--- src/buck_seq_pkg.sv ---
// Constants and carrier types for the buck configuration and protection sequencer
package buck_seq_pkg;

    // Interface register offsets (byte addresses, one word each)
    localparam logic [7:0] OFS_CTRL    = 8'h00;
    localparam logic [7:0] OFS_STATUS  = 8'h04;
    localparam logic [7:0] OFS_IRQ_ST  = 8'h08;
    localparam logic [7:0] OFS_IRQ_MSK = 8'h0c;
    localparam logic [7:0] OFS_CONFIG  = 8'h10;

    // Control field positions
    localparam int CTRL_FORCE_OFF_BIT = 0;

    // Interrupt status bit positions
    localparam int IRQ_OC_BIT      = 0;
    localparam int IRQ_HICCUP_BIT  = 1;
    localparam int IRQ_RESTART_BIT = 2;
    localparam int IRQ_SKIP_BIT    = 3;
    localparam int IRQ_W           = 4;

    // Feedback strap codes from the pull-up detector
    localparam logic [1:0] FB_STRAP_TIE  = 2'h0;
    localparam logic [1:0] FB_STRAP_R249 = 2'h1;
    localparam logic [1:0] FB_STRAP_R499 = 2'h2;
    localparam logic [1:0] FB_STRAP_NONE = 2'h3;

    // Configuration strap codes from the resistor detector
    localparam logic [2:0] CFG_R299 = 3'h0;
    localparam logic [2:0] CFG_R412 = 3'h1;
    localparam logic [2:0] CFG_R549 = 3'h2;
    localparam logic [2:0] CFG_R715 = 3'h3;
    localparam logic [2:0] CFG_R909 = 3'h4;

    // Output voltage selections
    typedef enum logic [1:0] {
        VSEL_3V3 = 2'b00,
        VSEL_5V  = 2'b01,
        VSEL_12V = 2'b10,
        VSEL_EXT = 2'b11
    } vsel_t;

    // Protection state machine
    typedef enum logic [2:0] {
        ST_OFF    = 3'b000,
        ST_SOFT   = 3'b001,
        ST_RUN    = 3'b010,
        ST_HICCUP = 3'b011
    } pstate_t;

    // Timing constants
    localparam int CLK_MHZ          = 200;
    localparam int SOFT_START_US    = 3000;
    localparam int SOFT_START_CYC   = SOFT_START_US * CLK_MHZ;
    localparam int TON_MIN_NS       = 50;
    localparam int TON_MIN_CYC      = (TON_MIN_NS * CLK_MHZ + 999) / 1000;
    localparam int OVL_LIMIT        = 512;
    localparam int OK_RUN_LIMIT     = 4;
    localparam int OFF_TIME_CYCLES  = 16384;
    localparam int CLAMP_OC_EVENTS  = 16;
    localparam logic [15:0] CLAMP_MV = 16'h0096; // 150 mV above feedback

    // Latched configuration
    typedef struct packed {
        vsel_t vsel;
        logic  comp_internal;
        logic  spread_strap;
        logic  primary;
    } strap_cfg_t;

    // Gate drive pair
    typedef struct packed {
        logic high_side_drive;
        logic low_side_drive;
    } drive_t;

endpackage

--- src/buck_seq.sv ---
// Strap latching, spreading, soft start, current limit and hiccup sequencer
// What this block does
// - Spreading applies slow triangle plus fresh random offset every switching cycle
// - Spreading allowed only for the two spreading configuration straps
// - External clock on skip_sync_input forces spreading off
// - Soft-start reference ramps over nominal 3 ms from switching start
// - Feedback strap selects 3.3 V, 5 V, 12 V or external divider
// - Output-voltage choice latched until bias undervoltage then recovery
// - On-time below 50 ns demand makes the device skip pulses
// - Compensation pull-up detected selects internal, else external; latched
// - Compensation choice re-evaluated only after bias undervoltage
// - Sense above 60 mV ends the high-side pulse immediately
// - After sixteen overcurrent events clamp soft start 150 mV above feedback
// - Overload counts 512 cycles of current limiting before hiccup
// - Four clean cycles in a row clear the overload counter
// - Counter expiry: soft start low, drives off, off-time count starts
// - Off-time reaching 16384 cycles restarts through normal soft start
// - Hiccup protection held off during soft start until feedback above 0.4 V
// - Soft start begins only with bias good and enable high
// - Primary with spreading does not follow external synchronization clocks
`timescale 1ns/100ps
module buck_seq
    import buck_seq_pkg::*;
#(
    parameter int SS_CYCLES  = SOFT_START_CYC,
    parameter int OFF_CYCLES = OFF_TIME_CYCLES,
    parameter int DITHER_W   = 8
) (
    input  wire logic        core_clk,
    input  wire logic        rst_b,
    input  wire logic        sw_tick,
    input  wire logic        enable_in,
    input  wire logic [1:0]  feedback_strap,
    input  wire logic        comp_pullup_det,
    input  wire logic [2:0]  config_select_strap,
    input  wire logic        skip_sync_input,
    input  wire logic        ext_clk_present,
    input  wire logic        fb_above_0v4,
    input  wire logic        current_limit_trip,
    input  wire logic        pwm_on_req,
    input  wire logic [7:0]  ton_demand_cyc,
    input  wire logic [7:0]  addr,
    input  wire logic [31:0] wdata,
    input  wire logic        wr_en,
    input  wire logic        rd_en,
    output logic      [31:0] rdata,
    output drive_t           gate,
    output logic             ss_pull_low,
    output logic             ss_clamp_en,
    output logic      [15:0] ss_clamp_mv,
    output logic      [15:0] ss_ref,
    output logic             pulse_skip,
    output logic             spread_active,
    output logic signed [DITHER_W-1:0] freq_offset,
    output strap_cfg_t       cfg,
    output logic             irq
);

    localparam int SSW  = $clog2(SS_CYCLES + 1);
    localparam int OFFW = $clog2(OFF_CYCLES + 1);

    // Strap capture and configuration state
    logic        latched_q;
    strap_cfg_t  cfg_q;
    pstate_t     st_q;
    pstate_t     st_d;
    logic [SSW-1:0]  ss_cnt_q;
    logic [OFFW-1:0] off_cnt_q;
    logic [9:0]  ovl_cnt_q;
    logic [2:0]  ok_cnt_q;
    logic [4:0]  oc_evt_q;
    logic        cyc_trip_q;
    logic        hs_q;
    logic        ls_q;
    logic [DITHER_W-1:0] tri_q;
    logic        tri_up_q;
    logic [15:0] lfsr_q;
    logic [DITHER_W-1:0] rnd_q;
    logic        force_off_q;
    logic [IRQ_W-1:0] irq_st_q;
    logic [IRQ_W-1:0] irq_msk_q;
    logic [31:0] rdata_q;

    // Decode of the straps before latching
    vsel_t fb_vsel;
    assign fb_vsel = (feedback_strap == FB_STRAP_TIE)  ? VSEL_3V3 :
                     (feedback_strap == FB_STRAP_R249) ? VSEL_5V  :
                     (feedback_strap == FB_STRAP_R499) ? VSEL_12V : VSEL_EXT;
    wire spread_strap = (config_select_strap == CFG_R412)
                     || (config_select_strap == CFG_R715);
    wire primary_strap = (config_select_strap != CFG_R909);

    // Straps caught once after bias reset release; only a new bias reset reopens them
    always_ff @(posedge core_clk or negedge rst_b) begin
        if (!rst_b) begin
            latched_q <= 1'b0;
            cfg_q     <= '0;
        end else if (!latched_q) begin
            latched_q <= 1'b1;
            cfg_q     <= '{vsel: fb_vsel, comp_internal: comp_pullup_det,
                           spread_strap: spread_strap, primary: primary_strap};
        end
    end
    assign cfg = cfg_q;

    // Spreading allowed by strap and killed by any external clock, whatever the strap
    wire sync_locked  = ext_clk_present && skip_sync_input;
    wire ignore_sync  = cfg_q.primary && cfg_q.spread_strap;
    // Primary spreading parts never follow the pin; they stay on their own oscillator
    wire sync_follow  = latched_q && sync_locked && !ignore_sync;
    assign spread_active = latched_q && cfg_q.spread_strap && !sync_locked;

    // Triangle sweep plus a fresh random step, both moved once per switching cycle
    always_ff @(posedge core_clk or negedge rst_b) begin
        if (!rst_b) begin
            tri_q    <= '0;
            tri_up_q <= 1'b1;
            lfsr_q   <= 16'hace1;
            rnd_q    <= '0;
        end else if (sw_tick && spread_active) begin
            tri_q    <= tri_up_q ? tri_q + 1'b1 : tri_q - 1'b1;
            if (tri_up_q && (tri_q == {DITHER_W{1'b1}} - 1'b1))
                tri_up_q <= 1'b0;
            else if (!tri_up_q && (tri_q == {{(DITHER_W-1){1'b0}}, 1'b1}))
                tri_up_q <= 1'b1;
            lfsr_q   <= {lfsr_q[14:0], lfsr_q[15] ^ lfsr_q[13] ^ lfsr_q[12] ^ lfsr_q[10]};
            rnd_q    <= lfsr_q[DITHER_W-1:0];
        end
    end
    // Random part kept at a quarter of the span so the triangle dominates
    wire signed [DITHER_W-1:0] tri_s = $signed(tri_q ^ {1'b1, {(DITHER_W-1){1'b0}}});
    wire signed [DITHER_W-1:0] rnd_s = $signed(rnd_q) >>> 2;
    assign freq_offset = spread_active ? (tri_s >>> 1) + rnd_s : '0;

    // Protection sequencing
    wire start_ok     = latched_q && enable_in && !force_off_q;
    wire hiccup_arm   = (st_q == ST_RUN) || ((st_q == ST_SOFT) && fb_above_0v4);
    wire ovl_expire   = hiccup_arm && (ovl_cnt_q == 10'(OVL_LIMIT - 1))
                        && sw_tick && (cyc_trip_q || current_limit_trip);
    wire ss_done      = (ss_cnt_q == SSW'(SS_CYCLES));
    wire off_done     = (off_cnt_q == OFFW'(OFF_CYCLES - 1)) && sw_tick;

    always_comb begin
        st_d = st_q;
        case (st_q)
            ST_OFF:    if (start_ok) st_d = ST_SOFT;
            ST_SOFT:   if (!start_ok) st_d = ST_OFF;
                       else if (ovl_expire) st_d = ST_HICCUP;
                       else if (ss_done) st_d = ST_RUN;
            ST_RUN:    if (!start_ok) st_d = ST_OFF;
                       else if (ovl_expire) st_d = ST_HICCUP;
            ST_HICCUP: if (!start_ok) st_d = ST_OFF;
                       else if (off_done) st_d = ST_SOFT;
            default:   st_d = ST_OFF;
        endcase
    end

    // State and soft-start ramp timer
    always_ff @(posedge core_clk or negedge rst_b) begin
        if (!rst_b) begin
            st_q     <= ST_OFF;
            ss_cnt_q <= '0;
        end else begin
            st_q     <= st_d;
            if (st_d != ST_SOFT && st_d != ST_RUN)
                ss_cnt_q <= '0;
            else if (!ss_done)
                ss_cnt_q <= ss_cnt_q + 1'b1;
        end
    end
    // Reference as a fraction of full scale, 16 bits
    // Product kept at 48 bits: the default ramp length times full scale overflows 32
    assign ss_ref      = 16'((48'(ss_cnt_q) * 48'hffff) / 48'(SS_CYCLES));
    assign ss_pull_low = (st_q == ST_OFF) || (st_q == ST_HICCUP);

    // Hiccup off-time counter in switching cycles
    always_ff @(posedge core_clk or negedge rst_b) begin
        if (!rst_b)
            off_cnt_q <= '0;
        else if (st_q != ST_HICCUP)
            off_cnt_q <= '0;
        else if (sw_tick)
            off_cnt_q <= off_cnt_q + 1'b1;
    end

    // Per-cycle trip memory, overload count, clean-run count, event count
    always_ff @(posedge core_clk or negedge rst_b) begin
        if (!rst_b) begin
            cyc_trip_q <= 1'b0;
            ovl_cnt_q  <= '0;
            ok_cnt_q   <= '0;
            oc_evt_q   <= '0;
        end else if (!hiccup_arm) begin
            cyc_trip_q <= 1'b0;
            ovl_cnt_q  <= '0;
            ok_cnt_q   <= '0;
            oc_evt_q   <= '0;
        end else if (sw_tick) begin
            cyc_trip_q <= 1'b0;
            if (cyc_trip_q || current_limit_trip) begin
                ok_cnt_q  <= '0;
                ovl_cnt_q <= ovl_expire ? '0 : ovl_cnt_q + 1'b1;
                if (oc_evt_q != 5'(CLAMP_OC_EVENTS))
                    oc_evt_q <= oc_evt_q + 1'b1;
            end else if (ok_cnt_q == 3'(OK_RUN_LIMIT - 1)) begin
                ok_cnt_q  <= '0;
                ovl_cnt_q <= '0;
                oc_evt_q  <= '0;
            end else begin
                ok_cnt_q  <= ok_cnt_q + 1'b1;
            end
        end else if (current_limit_trip) begin
            cyc_trip_q <= 1'b1;
        end
    end
    assign ss_clamp_en = (oc_evt_q == 5'(CLAMP_OC_EVENTS)) && cyc_trip_q;
    assign ss_clamp_mv = CLAMP_MV;

    // Minimum on-time check: too short a demand skips the pulse
    assign pulse_skip = pwm_on_req && (ton_demand_cyc < 8'(TON_MIN_CYC));

    // Gate drives; trip gates the high side combinationally, never both on
    wire drive_ok = (st_q == ST_SOFT) || (st_q == ST_RUN);
    always_ff @(posedge core_clk or negedge rst_b) begin
        if (!rst_b) begin
            hs_q <= 1'b0;
            ls_q <= 1'b0;
        end else begin
            hs_q <= drive_ok && pwm_on_req && !pulse_skip;
            ls_q <= drive_ok && !(pwm_on_req && !pulse_skip);
        end
    end
    assign gate.high_side_drive = hs_q && !current_limit_trip && !cyc_trip_q
                                  && drive_ok;
    assign gate.low_side_drive  = ls_q && !gate.high_side_drive && drive_ok;

    // Sticky events: set wins over write-one-to-clear
    wire [IRQ_W-1:0] irq_evt;
    assign irq_evt[IRQ_OC_BIT]      = current_limit_trip && hiccup_arm;
    assign irq_evt[IRQ_HICCUP_BIT]  = ovl_expire;
    assign irq_evt[IRQ_RESTART_BIT] = off_done && (st_q == ST_HICCUP);
    assign irq_evt[IRQ_SKIP_BIT]    = pulse_skip;

    // Register decode
    wire sel_ctrl = (addr == OFS_CTRL);
    wire sel_stat = (addr == OFS_STATUS);
    wire sel_ist  = (addr == OFS_IRQ_ST);
    wire sel_msk  = (addr == OFS_IRQ_MSK);
    wire sel_cfg  = (addr == OFS_CONFIG);
    wire [IRQ_W-1:0] w1c = (wr_en && sel_ist) ? wdata[IRQ_W-1:0] : '0;
    // Bit 13 shows the oscillator following the pin clock
    wire [31:0] status_word = {18'h0, sync_follow, oc_evt_q, ss_clamp_en, spread_active,
                               pulse_skip, latched_q, st_q, ss_pull_low};
    wire [31:0] rd_mux = sel_ctrl ? {31'h0, force_off_q} :
                         sel_stat ? status_word :
                         sel_ist  ? {28'h0, irq_st_q} :
                         sel_msk  ? {28'h0, irq_msk_q} :
                         sel_cfg  ? {27'h0, cfg_q} : 32'h0;

    // Registers written by software and read-data stage
    always_ff @(posedge core_clk or negedge rst_b) begin
        if (!rst_b) begin
            force_off_q <= 1'b0;
            irq_msk_q   <= '0;
            irq_st_q    <= '0;
            rdata_q     <= '0;
        end else begin
            if (wr_en && sel_ctrl)
                force_off_q <= wdata[CTRL_FORCE_OFF_BIT];
            if (wr_en && sel_msk)
                irq_msk_q <= wdata[IRQ_W-1:0];
            irq_st_q <= (irq_st_q & ~w1c) | irq_evt;
            rdata_q  <= rd_en ? rd_mux : 32'h0;
        end
    end
    assign rdata = rdata_q;
    assign irq   = |(irq_st_q & irq_msk_q);
endmodule

--- config.mk ---
export PLATFORM = sky130hd
export DESIGN_NAME = buck_seq
export DESIGN_NICKNAME = d
export VERILOG_FILES = /design/src/buck_seq_pkg.sv /design/src/buck_seq.sv
export SDC_FILE = /design/constraint.sdc
export NUM_CORES = 1
export LEC_CHECK = 0
export ABC_AREA = 0
export BUFFER_PORTS_ARGS = -buffer_cell sky130_fd_sc_hd__buf_2
export CAP_MARGIN = 20
export CELL_PAD_IN_SITES_DETAIL_PLACEMENT = 1
export CELL_PAD_IN_SITES_GLOBAL_PLACEMENT = 2
export CORE_MARGIN = 1.5
export CORE_UTILIZATION = 38
export DETAILED_ROUTE_END_ITERATION = 12
export PLACE_DENSITY_LB_ADDON = 0.1
export SLEW_MARGIN = 40
export SYNTH_ARGS = -nofsm -noshare
export SYNTH_HDL_FRONTEND = slang
export SYNTH_SLANG_ARGS = --single-unit
--- constraint.sdc ---
create_clock -name core_clk -period 23.6 [get_ports core_clk]
set_clock_uncertainty 0.2 [all_clocks]
set_input_delay 0 -clock core_clk [delete_from_list [all_inputs] [get_ports core_clk]]
set_output_delay 0 -clock core_clk [all_outputs]
set_load 0.05 [all_outputs]
==> results of run 1 <==
[flip-flops by register name (all words and copies together) (netlist names)]
signal       cells
lfsr_q          16
ovl_cnt_q       10
tri_up_q         1
ss_cnt_q        20
rnd_q            3
cyc_trip_q       1
rdata           14
tri_q            8
oc_evt_q         5
irq_msk_q        4
force_off_q      1
ok_cnt_q         3
cfg              5
latched_q        1
irq_st_q         4
hs_q             1
ls_q             1
off_cnt_q       15
st_q             3
[synthesized netlist by cell type (27+ instances only)]
| cell | instances | area share |
|---|---|---|
| nand2_1 | 274 | 0.047 |
| ha_1 | 139 | 0.079 |
| nor2_1 | 225 | 0.038 |
| a31oi_1 | 32 | 0.0091 |
| xor2_1 | 60 | 0.024 |
| o21ai_1 | 29 | 0.0066 |
| clkbuf_1 | 28 | 0.0048 |
| a21o_1 | 42 | 0.014 |
| nor3_1 | 84 | 0.019 |
| nand4_1 | 31 | 0.0088 |
| dfrtp_1 | 107 | 0.12 |
| o211ai_1 | 29 | 0.0099 |
| xnor2_1 | 138 | 0.055 |
| o21ai_0 | 103 | 0.023 |
| a21oi_1 | 142 | 0.032 |
| a211oi_1 | 35 | 0.012 |
| nand3_1 | 92 | 0.021 |
| or3_1 | 30 | 0.0085 |
| o21a_1 | 27 | 0.0092 |
| and3_1 | 34 | 0.0096 |
| fa_1 | 158 | 0.14 |
| and2_1 | 47 | 0.013 |
| buf_4 | 40 | 0.014 |
| mux2i_1 | 30 | 0.014 |
| inv_1 | 275 | 0.047 |
[cells in the final DEF, fill, tap and decap left out, types with 25 or more instances in the layout]
cell,synthesis,routed
xnor2_1,138,122
conb_1,2,36
or3_1,30,25
nand3_1,92,86
a21oi_1,142,113
dfrtp_1,107,93
fa_1,158,131
nor2_1,225,214
o21ai_0,103,90
fa_2,0,27
nand4_1,31,31
ha_1,139,124
a21o_1,42,41
dlygate4sd3_1,0,44
xor2_1,60,55
a21oi_2,6,27
nor3_1,84,70
buf_4,40,692
o21ai_1,29,33
and2_1,47,42
a31oi_1,32,30
buf_2,17,83
o211ai_1,29,29
nand2_1,274,267
inv_1,275,264
and3_1,34,32
[critical path, delay by kind of cell, from the launching register on]
kind / cells / cell delay [ns]
AO/OA/AOI/OAI: 42 / 9.09
XOR/XNOR: 2 / 0.28
adder cells (fa/ha/maj): 7 / 3.35
buffers and inverters: 22 / 3.13
flip-flops: 1 / 0.48
multiplexers: 6 / 1.80
AND/OR/NAND/NOR: 20 / 4.34
[kinds of logic (layout without fill, tap and decap cells)]
logic type | Yosys count | count (layout)
compound gates | 724 | 724
buf+inv | 377 | 1150
fa+ha+maj | 301 | 301
mux | 53 | 53
flops | 116 | 116
xor+xnor | 208 | 208
simple gates | 959 | 959
other cells | 2 | 37
[timing repair]
action,CTS,global route
pin swaps,11,126
hold endpoints to repair,90,0
gates resized for setup,74,299
buffers inserted,6,89
endpoints found under the setup margin,1,2
hold buffers,44,0
[power by group through the flow]
stage | sequential (W) | combinational, W | clock [W]
floorplan | 0.000229 | 0.0000813 | 0
global placement | 0.000234 | 0.000105 | 0
detailed placement | 0.000235 | 0.000110 | 0
CTS | 0.000232 | 0.000117 | 0.000289
global route | 0.000235 | 0.000132 | 0.000299
finish | 0.000232 | 0.000119 | 0.000285
[area by class of cell]
class	count	area share
sequential	116	0.0939
multi-input combinational	2281	0.620
antenna	1	0.0000802
tap	765	0.0307
clock inverter	11	0.00561
timing repair buffer	833	0.200
inverter	285	0.0343
clock buffer	21	0.0147
[worst max-delay path by stage]
stage	startpoint	to	slack (ns)
floorplan	ss_cnt_q[13]$_DFFE_PN0P_	ss_ref[0]	0.20
global placement	ss_cnt_q[6]$_DFFE_PN0P_	ss_ref[0]	0.20
detailed placement	ss_cnt_q[6]$_DFFE_PN0P_	ss_ref[0]	-0.14
CTS	ss_cnt_q[5]$_DFFE_PN0P_	ss_ref[0]	0.0001
global route	ss_cnt_q[7]$_DFFE_PN0P_	ss_ref[0]	-0.56
finish	ss_cnt_q[6]$_DFFE_PN0P_	ss_ref[0]	0.42
[metal layers]
metal | wire, um | GRT usage | vias up
met1 | 35100 | 0.326 | 11900
met3 | 1350 | 0.0204 | 117
met4 | 1820 | 0.0554 | 0
li1 | - | - | 11300
met2 | 44700 | 0.505 | 264
met5 | 0 | 0 | -
[per-stage QoR]
step / cell area, sq um / std cells / setup TNS, ns / hold slack [ns]
finish: 31200 / 4313 / 0 / -0.0142
global route: 31200 / 4312 / -0.565 / 0.0655
CTS: 29100 / 4223 / 0 / 0.0517
detailed placement: 27600 / 4141 / -0.138 / -0.118
global placement: 27600 / 4141 / 0 / -0.129
floorplan: 22200 / 2774 / 0 / -0.496
==> impl_metrics.json, run 1 <==
{
  "critPathMaxFanout": 11,
  "synth_top_family_by_area": "compound AO/OA/AOI/OAI gates",
  "routed_wl_mm": 83.0,
  "min_period_ns": 23.18,
  "die_h_um": 244,
  "path_common_cell": "buf_4",
  "post-route-period-util": 0.982,
  "wire_per_inst_um": 19.3,
  "synth-xor-area-share": 0.0860,
  "row_count": 88,
  "drtAntennaViolNets": 0,
  "seqPwrFrac": 0.365,
  "cp-start-kind": "flop",
  "ys_seq_elements": 116,
  "ys_types": 135,
  "critPathSlowestCell": "fa_2",
  "cts_tree": "built",
  "muxShareOfSynthArea": 0.0263,
  "synthSimpleGateAreaFrac": 0.213,
  "required_ns": 23.40,
  "hold_class": "in -> async",
  "grt_pass1_vias": 25100,
  "powerDensity_mw_per_mm2": 20.4,
  "dieArea_sq_mm": 0.0595,
  "synth-warning-count": 0,
  "maxCapViolations": 0,
  "clk_pin_slew_ns": 0.06,
  "finalSetupViolations": 0,
  "cts_max_level": 4,
  "drive_gt1_frac": 0.354,
  "antenna_found_initial": 0,
  "rrSetupSlack_ns": 20.11,
  "nets": 3896,
  "multi_input_area_sq_mm": 0.0194,
  "switching_power_w": 0.000196,
  "power_frac_comb": 0.187,
  "overflow": 0,
  "grtUsageTotal": 0.266,
  "ys.flop_type": "dfrtp_1",
  "cts_buffer_depth": 2,
  "switching_share": 0.308,
  "ir_drop_mv": 0.0429,
  "p_total_w": 0.000637,
  "port-buffer-count": 85,
  "grt_pass1_wl_mm": 130,
  "cts-root-buf": "clkbuf_16",
  "fmax_mhz": 43.1,
  "drtIter0Drc": 838,
  "grt_setup_unrepaired": "yes",
  "fin_ws_ns": 0.418,
  "worstSetupPathType": "reg -> out",
  "syn_inst": 2740,
  "p_leak_nw": 14.7,
  "timing.hold.ws_ns": -0.0142,
  "worst_slew_pin_slew_ns": 0.815,
  "r2r-end": "ss_cnt_q[19]$_DFFE_PN0P_",
  "io_pins": 149,
  "async_flop_share": 1.00,
  "regArea_sq_mm": 0.00293,
  "syn_avg_cell_area_sq_um": 8.05,
  "status": "finished with violations",
  "arrival_ns": 22.98,
  "clock_latency_ns": 0.43,
  "max_stage_delay_ns": 0.60,
  "clock-sinks": 116,
  "cts_buffers": 17,
  "fp.coreArea_sq_mm": 0.0575,
  "drtPass1Iterations": 5,
  "dp_hpwl_mm": 66.4,
  "synth_area_sq_mm": 0.0220,
  "p_int_w": 0.000441,
  "pwr-share-clk": 0.448,
  "fillers": 7001,
  "grt_start_max_net_pins": 67,
  "areaGrowthSynthToFinish_pct": 41.6,
  "die_w_um": 244,
  "reg2reg_depth": 12,
  "synthAdderAreaFrac": 0.224,
  "initial_core_util": 0.384,
  "synth_compound_area_frac": 0.244,
  "r2r_start": "ss_cnt_q[18]$_DFFE_PN0P_",
  "vias_per_cell": 5.46,
  "vias": 23500,
  "drcViolationCount": 0,
  "drv_slew": 0,
  "final_hold_viol_count": 7,
  "synth_edf_count": 0,
  "dp_slack_ns": -0.138,
  "fin_util": 0.543,
  "slew_headroom": 0.451,
  "cp-end-kind": "output pin",
  "seq_area_frac_synth": 0.132,
  "gp_congestion": 0.895,
  "failed_checks": "hold timing"
}
No activity file was read; power rests on OpenSTA's default activity.
==> inputs of run 2 (changes only) <==
--- a/config.mk
+++ b/config.mk
@@ -14,6 +14,7 @@
 export CORE_UTILIZATION = 38
 export DETAILED_ROUTE_END_ITERATION = 12
 export PLACE_DENSITY_LB_ADDON = 0.1
+export REMOVE_ABC_BUFFERS = 1
 export SLEW_MARGIN = 40
 export SYNTH_ARGS = -nofsm -noshare
 export SYNTH_HDL_FRONTEND = slang
==> impl_metrics.json, run 2 (synthesized netlist as in run 1, its figures left out) <==
{
  "critPathMaxFanout": 7,
  "hold_class": "in -> reg",
  "worst_slew_pin_slew_ns": 0.952,
  "cts_buffer_depth": 2,
  "drtIter0Drc": 945,
  "nets": 3642,
  "arrival_ns": 23.00,
  "max_stage_delay_ns": 0.60,
  "pwr-share-clk": 0.437,
  "diodes": 0,
  "areaGrowthSynthToFinish_pct": 29.2,
  "vias": 22400,
  "grt_pass1_wl_mm": 123,
  "largest_register_ffs": 20,
  "die_w_um": 244,
  "r2r_start": "st_q[0]$_DFF_PN0_",
  "grt_start_max_net_pins": 72,
  "min_period_ns": 23.20,
  "drive_gt1_frac": 0.271,
  "path_common_cell": "buf_4",
  "overflow": 0,
  "fin_ws_ns": 0.397,
  "finalSetupViolations": 0,
  "fillers": 7016,
  "switching_power_w": 0.000192,
  "cp-start-kind": "flop",
  "vias_per_cell": 5.52,
  "dieArea_sq_mm": 0.0595,
  "routed_wl_mm": 75.8,
  "initial_core_util": 0.384,
  "antenna_found_initial": 0,
  "dp_slack_ns": -0.346,
  "largest-register": "ss_cnt_q",
  "fin_cells": 4058,
  "row_count": 88,
  "drtAntennaViolNets": 0,
  "final_hold_viol_count": 0,
  "cts_max_level": 4,
  "drv_slew": 0,
  "maxCapViolations": 0,
  "grt_setup_unrepaired": "yes",
  "drcViolationCount": 0,
  "clock_latency_ns": 0.42,
  "slew_headroom": 0.362,
  "grtUsageTotal": 0.251,
  "drtPass1Iterations": 4,
  "post-route-period-util": 0.983,
  "grt_pass1_vias": 23800,
  "p_leak_nw": 13.4,
  "min_to": "irq_msk_q[0]$_DFFE_PN0P_",
  "p_int_w": 0.000426,
  "clk_pin_slew_ns": 0.06,
  "cp-end-kind": "output pin",
  "powerDensity_mw_per_mm2": 21.7,
  "die_h_um": 244,
  "io_pins": 149,
  "seqPwrFrac": 0.375,
  "status": "completed",
  "ir_drop_mv": 0.0431,
  "cts_tree": "built",
  "layout_common_cells": "443 x buf_4, 271 x nand2_1, 269 x inv_1, 217 x nor2_1, 150 x fa_1",
  "min_from": "addr[0]",
  "placed_area_sq_mm": 0.0260,
  "worstHoldPathCells": 5,
  "gp_congestion": 0.904,
  "layout_commonest_cell": "buf_4",
  "fmax_mhz": 43.1,
  "critPathSlowestCell": "fa_1",
  "wire_per_inst_um": 18.7,
  "regArea_sq_mm": 0.00293,
  "post-place-cells": 3930,
  "multi_input_area_sq_mm": 0.0186,
  "switching_share": 0.310,
  "r2r-end": "ss_cnt_q[19]$_DFFE_PN0P_",
  "design_area_sq_mm": 0.0285,
  "rrSetupSlack_ns": 19.84,
  "cts_buffers": 17,
  "worstSetupPathType": "reg -> out",
  "cts-root-buf": "clkbuf_16",
  "clock-sinks": 116,
  "port-buffer-count": 85,
  "required_ns": 23.40,
  "reg2reg_depth": 13,
  "fp.coreArea_sq_mm": 0.0575,
  "reg_top3": "ss_cnt_q x20, lfsr_q x16, off_cnt_q x15",
  "dp_hpwl_mm": 62.0,
  "power_frac_comb": 0.189
}
-- run 2: cell count changes in the layout (fill, tap and decap cells not counted), moves of 11 or more --
cell     change
a21oi_1     +11
buf_4      -249
fa_1        +19
ha_4        -11
fa_2        -19
o21ai_0     +13
-- run 2: cell type report --
type                            instances  area share
Clock buffer                           20      0.0157
Clock inverter                         12     0.00545
Inverter                              285      0.0377
Multi-Input combinational cell       2281       0.653
Sequential cell                       116       0.103
Tap cell                              765      0.0336
Timing Repair Buffer                  579       0.151
-- run 2: worst max-delay path by stage --
| stage | from | end | slack, ns | cells after the start |
|---|---|---|---|---|
| floorplan | ss_cnt_q[12]$_DFFE_PN0P_ | ss_ref[0] | -1.52 | 87 |
| global placement | ss_cnt_q[17]$_DFFE_PN0P_ | ss_ref[0] | 0.18 | 88 |
| detailed placement | ss_cnt_q[8]$_DFFE_PN0P_ | ss_ref[0] | -0.35 | 92 |
| CTS | ss_cnt_q[5]$_DFFE_PN0P_ | ss_ref[0] | 0.02 | 97 |
| global route | ss_cnt_q[3]$_DFFE_PN0P_ | ss_ref[0] | -0.76 | 98 |
| finish | ss_cnt_q[3]$_DFFE_PN0P_ | ss_ref[0] | 0.40 | 98 |
-- run 2: power groups by stage --
stage                     Combinational, W  Clock (W)  Sequential (W)
after CTS                         0.000117   0.000273        0.000231
after floorplan                  0.0000732          0        0.000231
after detailed placement          0.000108          0        0.000235
after global routing              0.000129   0.000284        0.000234
after global placement            0.000104          0        0.000233
final                             0.000117   0.000270        0.000232
-- run 2: worst max-delay path: cells and delay by family, from the launching register on --
family | cells | cell delay, ns
adders and majority gates | 7 | 3.66
DFF | 1 | 0.41
and+or+nand+nor | 19 | 3.92
AOI/OAI and AO/OA | 44 | 10.14
muxes | 2 | 0.78
xor gates and xnor gates | 5 | 0.76
buffers and inverters | 21 | 2.85
-- run 2: through the flow --
stage	hold WS [ns]	utilization	total power [W]	TNS, ns
final	0.0605	0.495	0.000618	0
after global routing	0.0903	0.495	0.000647	-0.836
after CTS	0.0148	0.480	0.000621	0
after detailed placement	-0.153	0.453	0.000343	-0.346
after global placement	-0.159	0.453	0.000337	0
after floorplan	-0.496	-	0.000304	-1.71
-- run 2: timing repair --
item                                    4_1_cts  5_1_grt
pin swaps                                    14       38
hold endpoints to repair                     87        0
buffers inserted                             13       35
gates resized for setup                      74      129
hold buffers                                 48        0
endpoints found under the setup margin        2        2
-- run 2: per-layer routing --
metal	vias up	GRT usage	part of all wire	wire length [um]
met4	0	0.0659	0.023	1760
li1	10800	-	-	-
met3	81	0.0206	0.016	1240
met5	-	0	0	0
met2	246	0.459	0.52	39600
met1	11300	0.314	0.44	33200
==> inputs of run 3 (changes only) <==
--- a/config.mk
+++ b/config.mk
@@ -11,7 +11,8 @@
 export CELL_PAD_IN_SITES_DETAIL_PLACEMENT = 1
 export CELL_PAD_IN_SITES_GLOBAL_PLACEMENT = 2
 export CORE_MARGIN = 1.5
-export CORE_UTILIZATION = 38
+export CORE_UTILIZATION = 39
+export CTS_BUF_LIST = sky130_fd_sc_hd__clkbuf_8
 export DETAILED_ROUTE_END_ITERATION = 12
 export PLACE_DENSITY_LB_ADDON = 0.1
 export REMOVE_ABC_BUFFERS = 1
==> impl_metrics.json, run 3 (synthesized netlist as in run 1, its figures left out) <==
{
  "critPathSlowestCell": "fa_1",
  "drtIter0Drc": 923,
  "slew_headroom": 0.195,
  "drtAntennaViolNets": 0,
  "max_stage_delay_ns": 0.62,
  "use_met3": 0.0247,
  "final_hold_viol_count": 0,
  "die_h_um": 241,
  "cts_buffer_depth": 2,
  "ir_drop_mv": 0.0494,
  "routed_wl_mm": 81.8,
  "min_period_ns": 23.21,
  "vias_per_cell": 5.54,
  "placed_area_sq_mm": 0.0266,
  "initial_core_util": 0.397,
  "antenna_found_initial": 2,
  "vias": 23400,
  "wire_per_inst_um": 19.3,
  "cts-root-buf": "clkbuf_8",
  "dp_hpwl_mm": 63.3,
  "cts_max_level": 4,
  "critPathMaxFanout": 8,
  "r2r_start": "st_q[0]$_DFF_PN0_",
  "clk_pin_slew_ns": 0.08,
  "overflow": 0,
  "reg2reg_depth": 13,
  "cts_buffers": 17,
  "p_leak_nw": 14.6,
  "gp_congestion": 0.875,
  "io_pins": 149,
  "fillers": 6673,
  "grtUsageMet1": 0.328,
  "nets": 3832,
  "cp-end-kind": "output pin",
  "grt_start_max_net_pins": 77,
  "layout_commonest_cell": "buf_4",
  "post-route-period-util": 0.983,
  "clock-sinks": 116,
  "finalSetupTns_ns": 0,
  "drcViolationCount": 0,
  "row_count": 86,
  "fp.coreArea_sq_mm": 0.0555,
  "layout_common_cells": "618 x buf_4, 262 x inv_1, 261 x nand2_1, 211 x nor2_1, 135 x fa_1",
  "grt.busiest_layer": "met2",
  "r2r-end": "ss_cnt_q[7]$_DFFE_PN0P_",
  "cp-start-kind": "flop",
  "clock_latency_ns": 0.45,
  "maxCapViolations": 0,
  "rrSetupSlack_ns": 19.72,
  "largest-register": "ss_cnt_q",
  "grtUsageTotal": 0.263,
  "die_w_um": 241,
  "drv_slew": 0,
  "areaGrowthSynthToFinish_pct": 42.0,
  "finalSetupViolations": 0,
  "drive_gt1_frac": 0.362,
  "reg_top3": "ss_cnt_q x20, lfsr_q x16, off_cnt_q x15",
  "path_common_cell": "buf_4",
  "arrival_ns": 23.01,
  "required_ns": 23.40,
  "dieArea_sq_mm": 0.0580,
  "worst_slew_pin_slew_ns": 1.20,
  "design_area_sq_mm": 0.0313,
  "grt_pass1_wl_mm": 123,
  "drtPass1Iterations": 6,
  "largest_register_ffs": 20,
  "cts_tree": "built",
  "worstSetupPathType": "reg -> out",
  "gr-usage-met2": 0.477,
  "status": "completed",
  "fmax_mhz": 43.1,
  "grt_pass1_vias": 23900,
  "p_total_w": 0.000552,
  "hold_class": "in -> async",
  "powerDensity_mw_per_mm2": 17.7,
  "port-buffer-count": 85
}
## run 3: stage by stage
stage	hold slack [ns]	worst slack, ns	cells	utilization
after global routing	0.0546	-0.546	4233	0.564
final	0.0704	0.392	4236	0.564
after detailed placement	-0.186	-0.183	3983	0.478
after global placement	-0.190	0.312	3983	0.478
after floorplan	-0.496	-1.52	2682	-
after CTS	0.0219	0.00549	4072	0.503
## run 3: report_power, final
part           leakage, nW  internal, W  switching, W
registers             1.52     0.000211     0.0000196
clock network        0.206     0.000108     0.0000921
logic                 12.8    0.0000484     0.0000732
## run 3: how the worst max path moves through the flow
stage,from,end,slack [ns]
floorplan,ss_cnt_q[12]$_DFFE_PN0P_,ss_ref[0],-1.52
global placement,ss_cnt_q[5]$_DFFE_PN0P_,ss_ref[0],0.31
detailed placement,ss_cnt_q[5]$_DFFE_PN0P_,ss_ref[0],-0.18
CTS,ss_cnt_q[5]$_DFFE_PN0P_,ss_ref[0],0.005
global route,ss_cnt_q[9]$_DFFE_PN0P_,ss_ref[0],-0.55
finish,ss_cnt_q[15]$_DFFE_PN0P_,ss_ref[0],0.39
## run 3: final cells by class
| class | instances | area (sq um) | area share |
|---|---|---|---|
| antenna | 5 | 12.5 | 0.000400 |
| clock buffer | 18 | 248 | 0.00791 |
| clock inverter | 14 | 175 | 0.00560 |
| inverter | 285 | 1090 | 0.0349 |
| multi-input combinational | 2281 | 20100 | 0.642 |
| sequential | 116 | 2930 | 0.0937 |
| tap | 748 | 936 | 0.0299 |
| timing repair buffer | 769 | 5820 | 0.186 |
## run 3: timing repair
action,CTS,global route
endpoints found under the hold margin,159,0
cloned,0,0
hold buffers,48,0
buffers inserted,9,159
setup endpoints to repair,2,2
resized for setup,78,432
pin swaps,16,196
## run 3: layer usage
metal,vias up,part of all wire
li1,11100,-
met1,11800,0.42
met2,345,0.53
met3,118,0.021
met4,0,0.027
met5,-,0
## run 3: critical path: cells and delay by family (launching register included)
family | cells | cell delay [ns]
simple gates | 18 | 3.50
fa+ha+maj | 7 | 3.57
compound gates | 46 | 11.83
flops | 1 | 0.42
mux | 2 | 0.29
buf+inv | 17 | 2.28
xor+xnor | 3 | 0.61
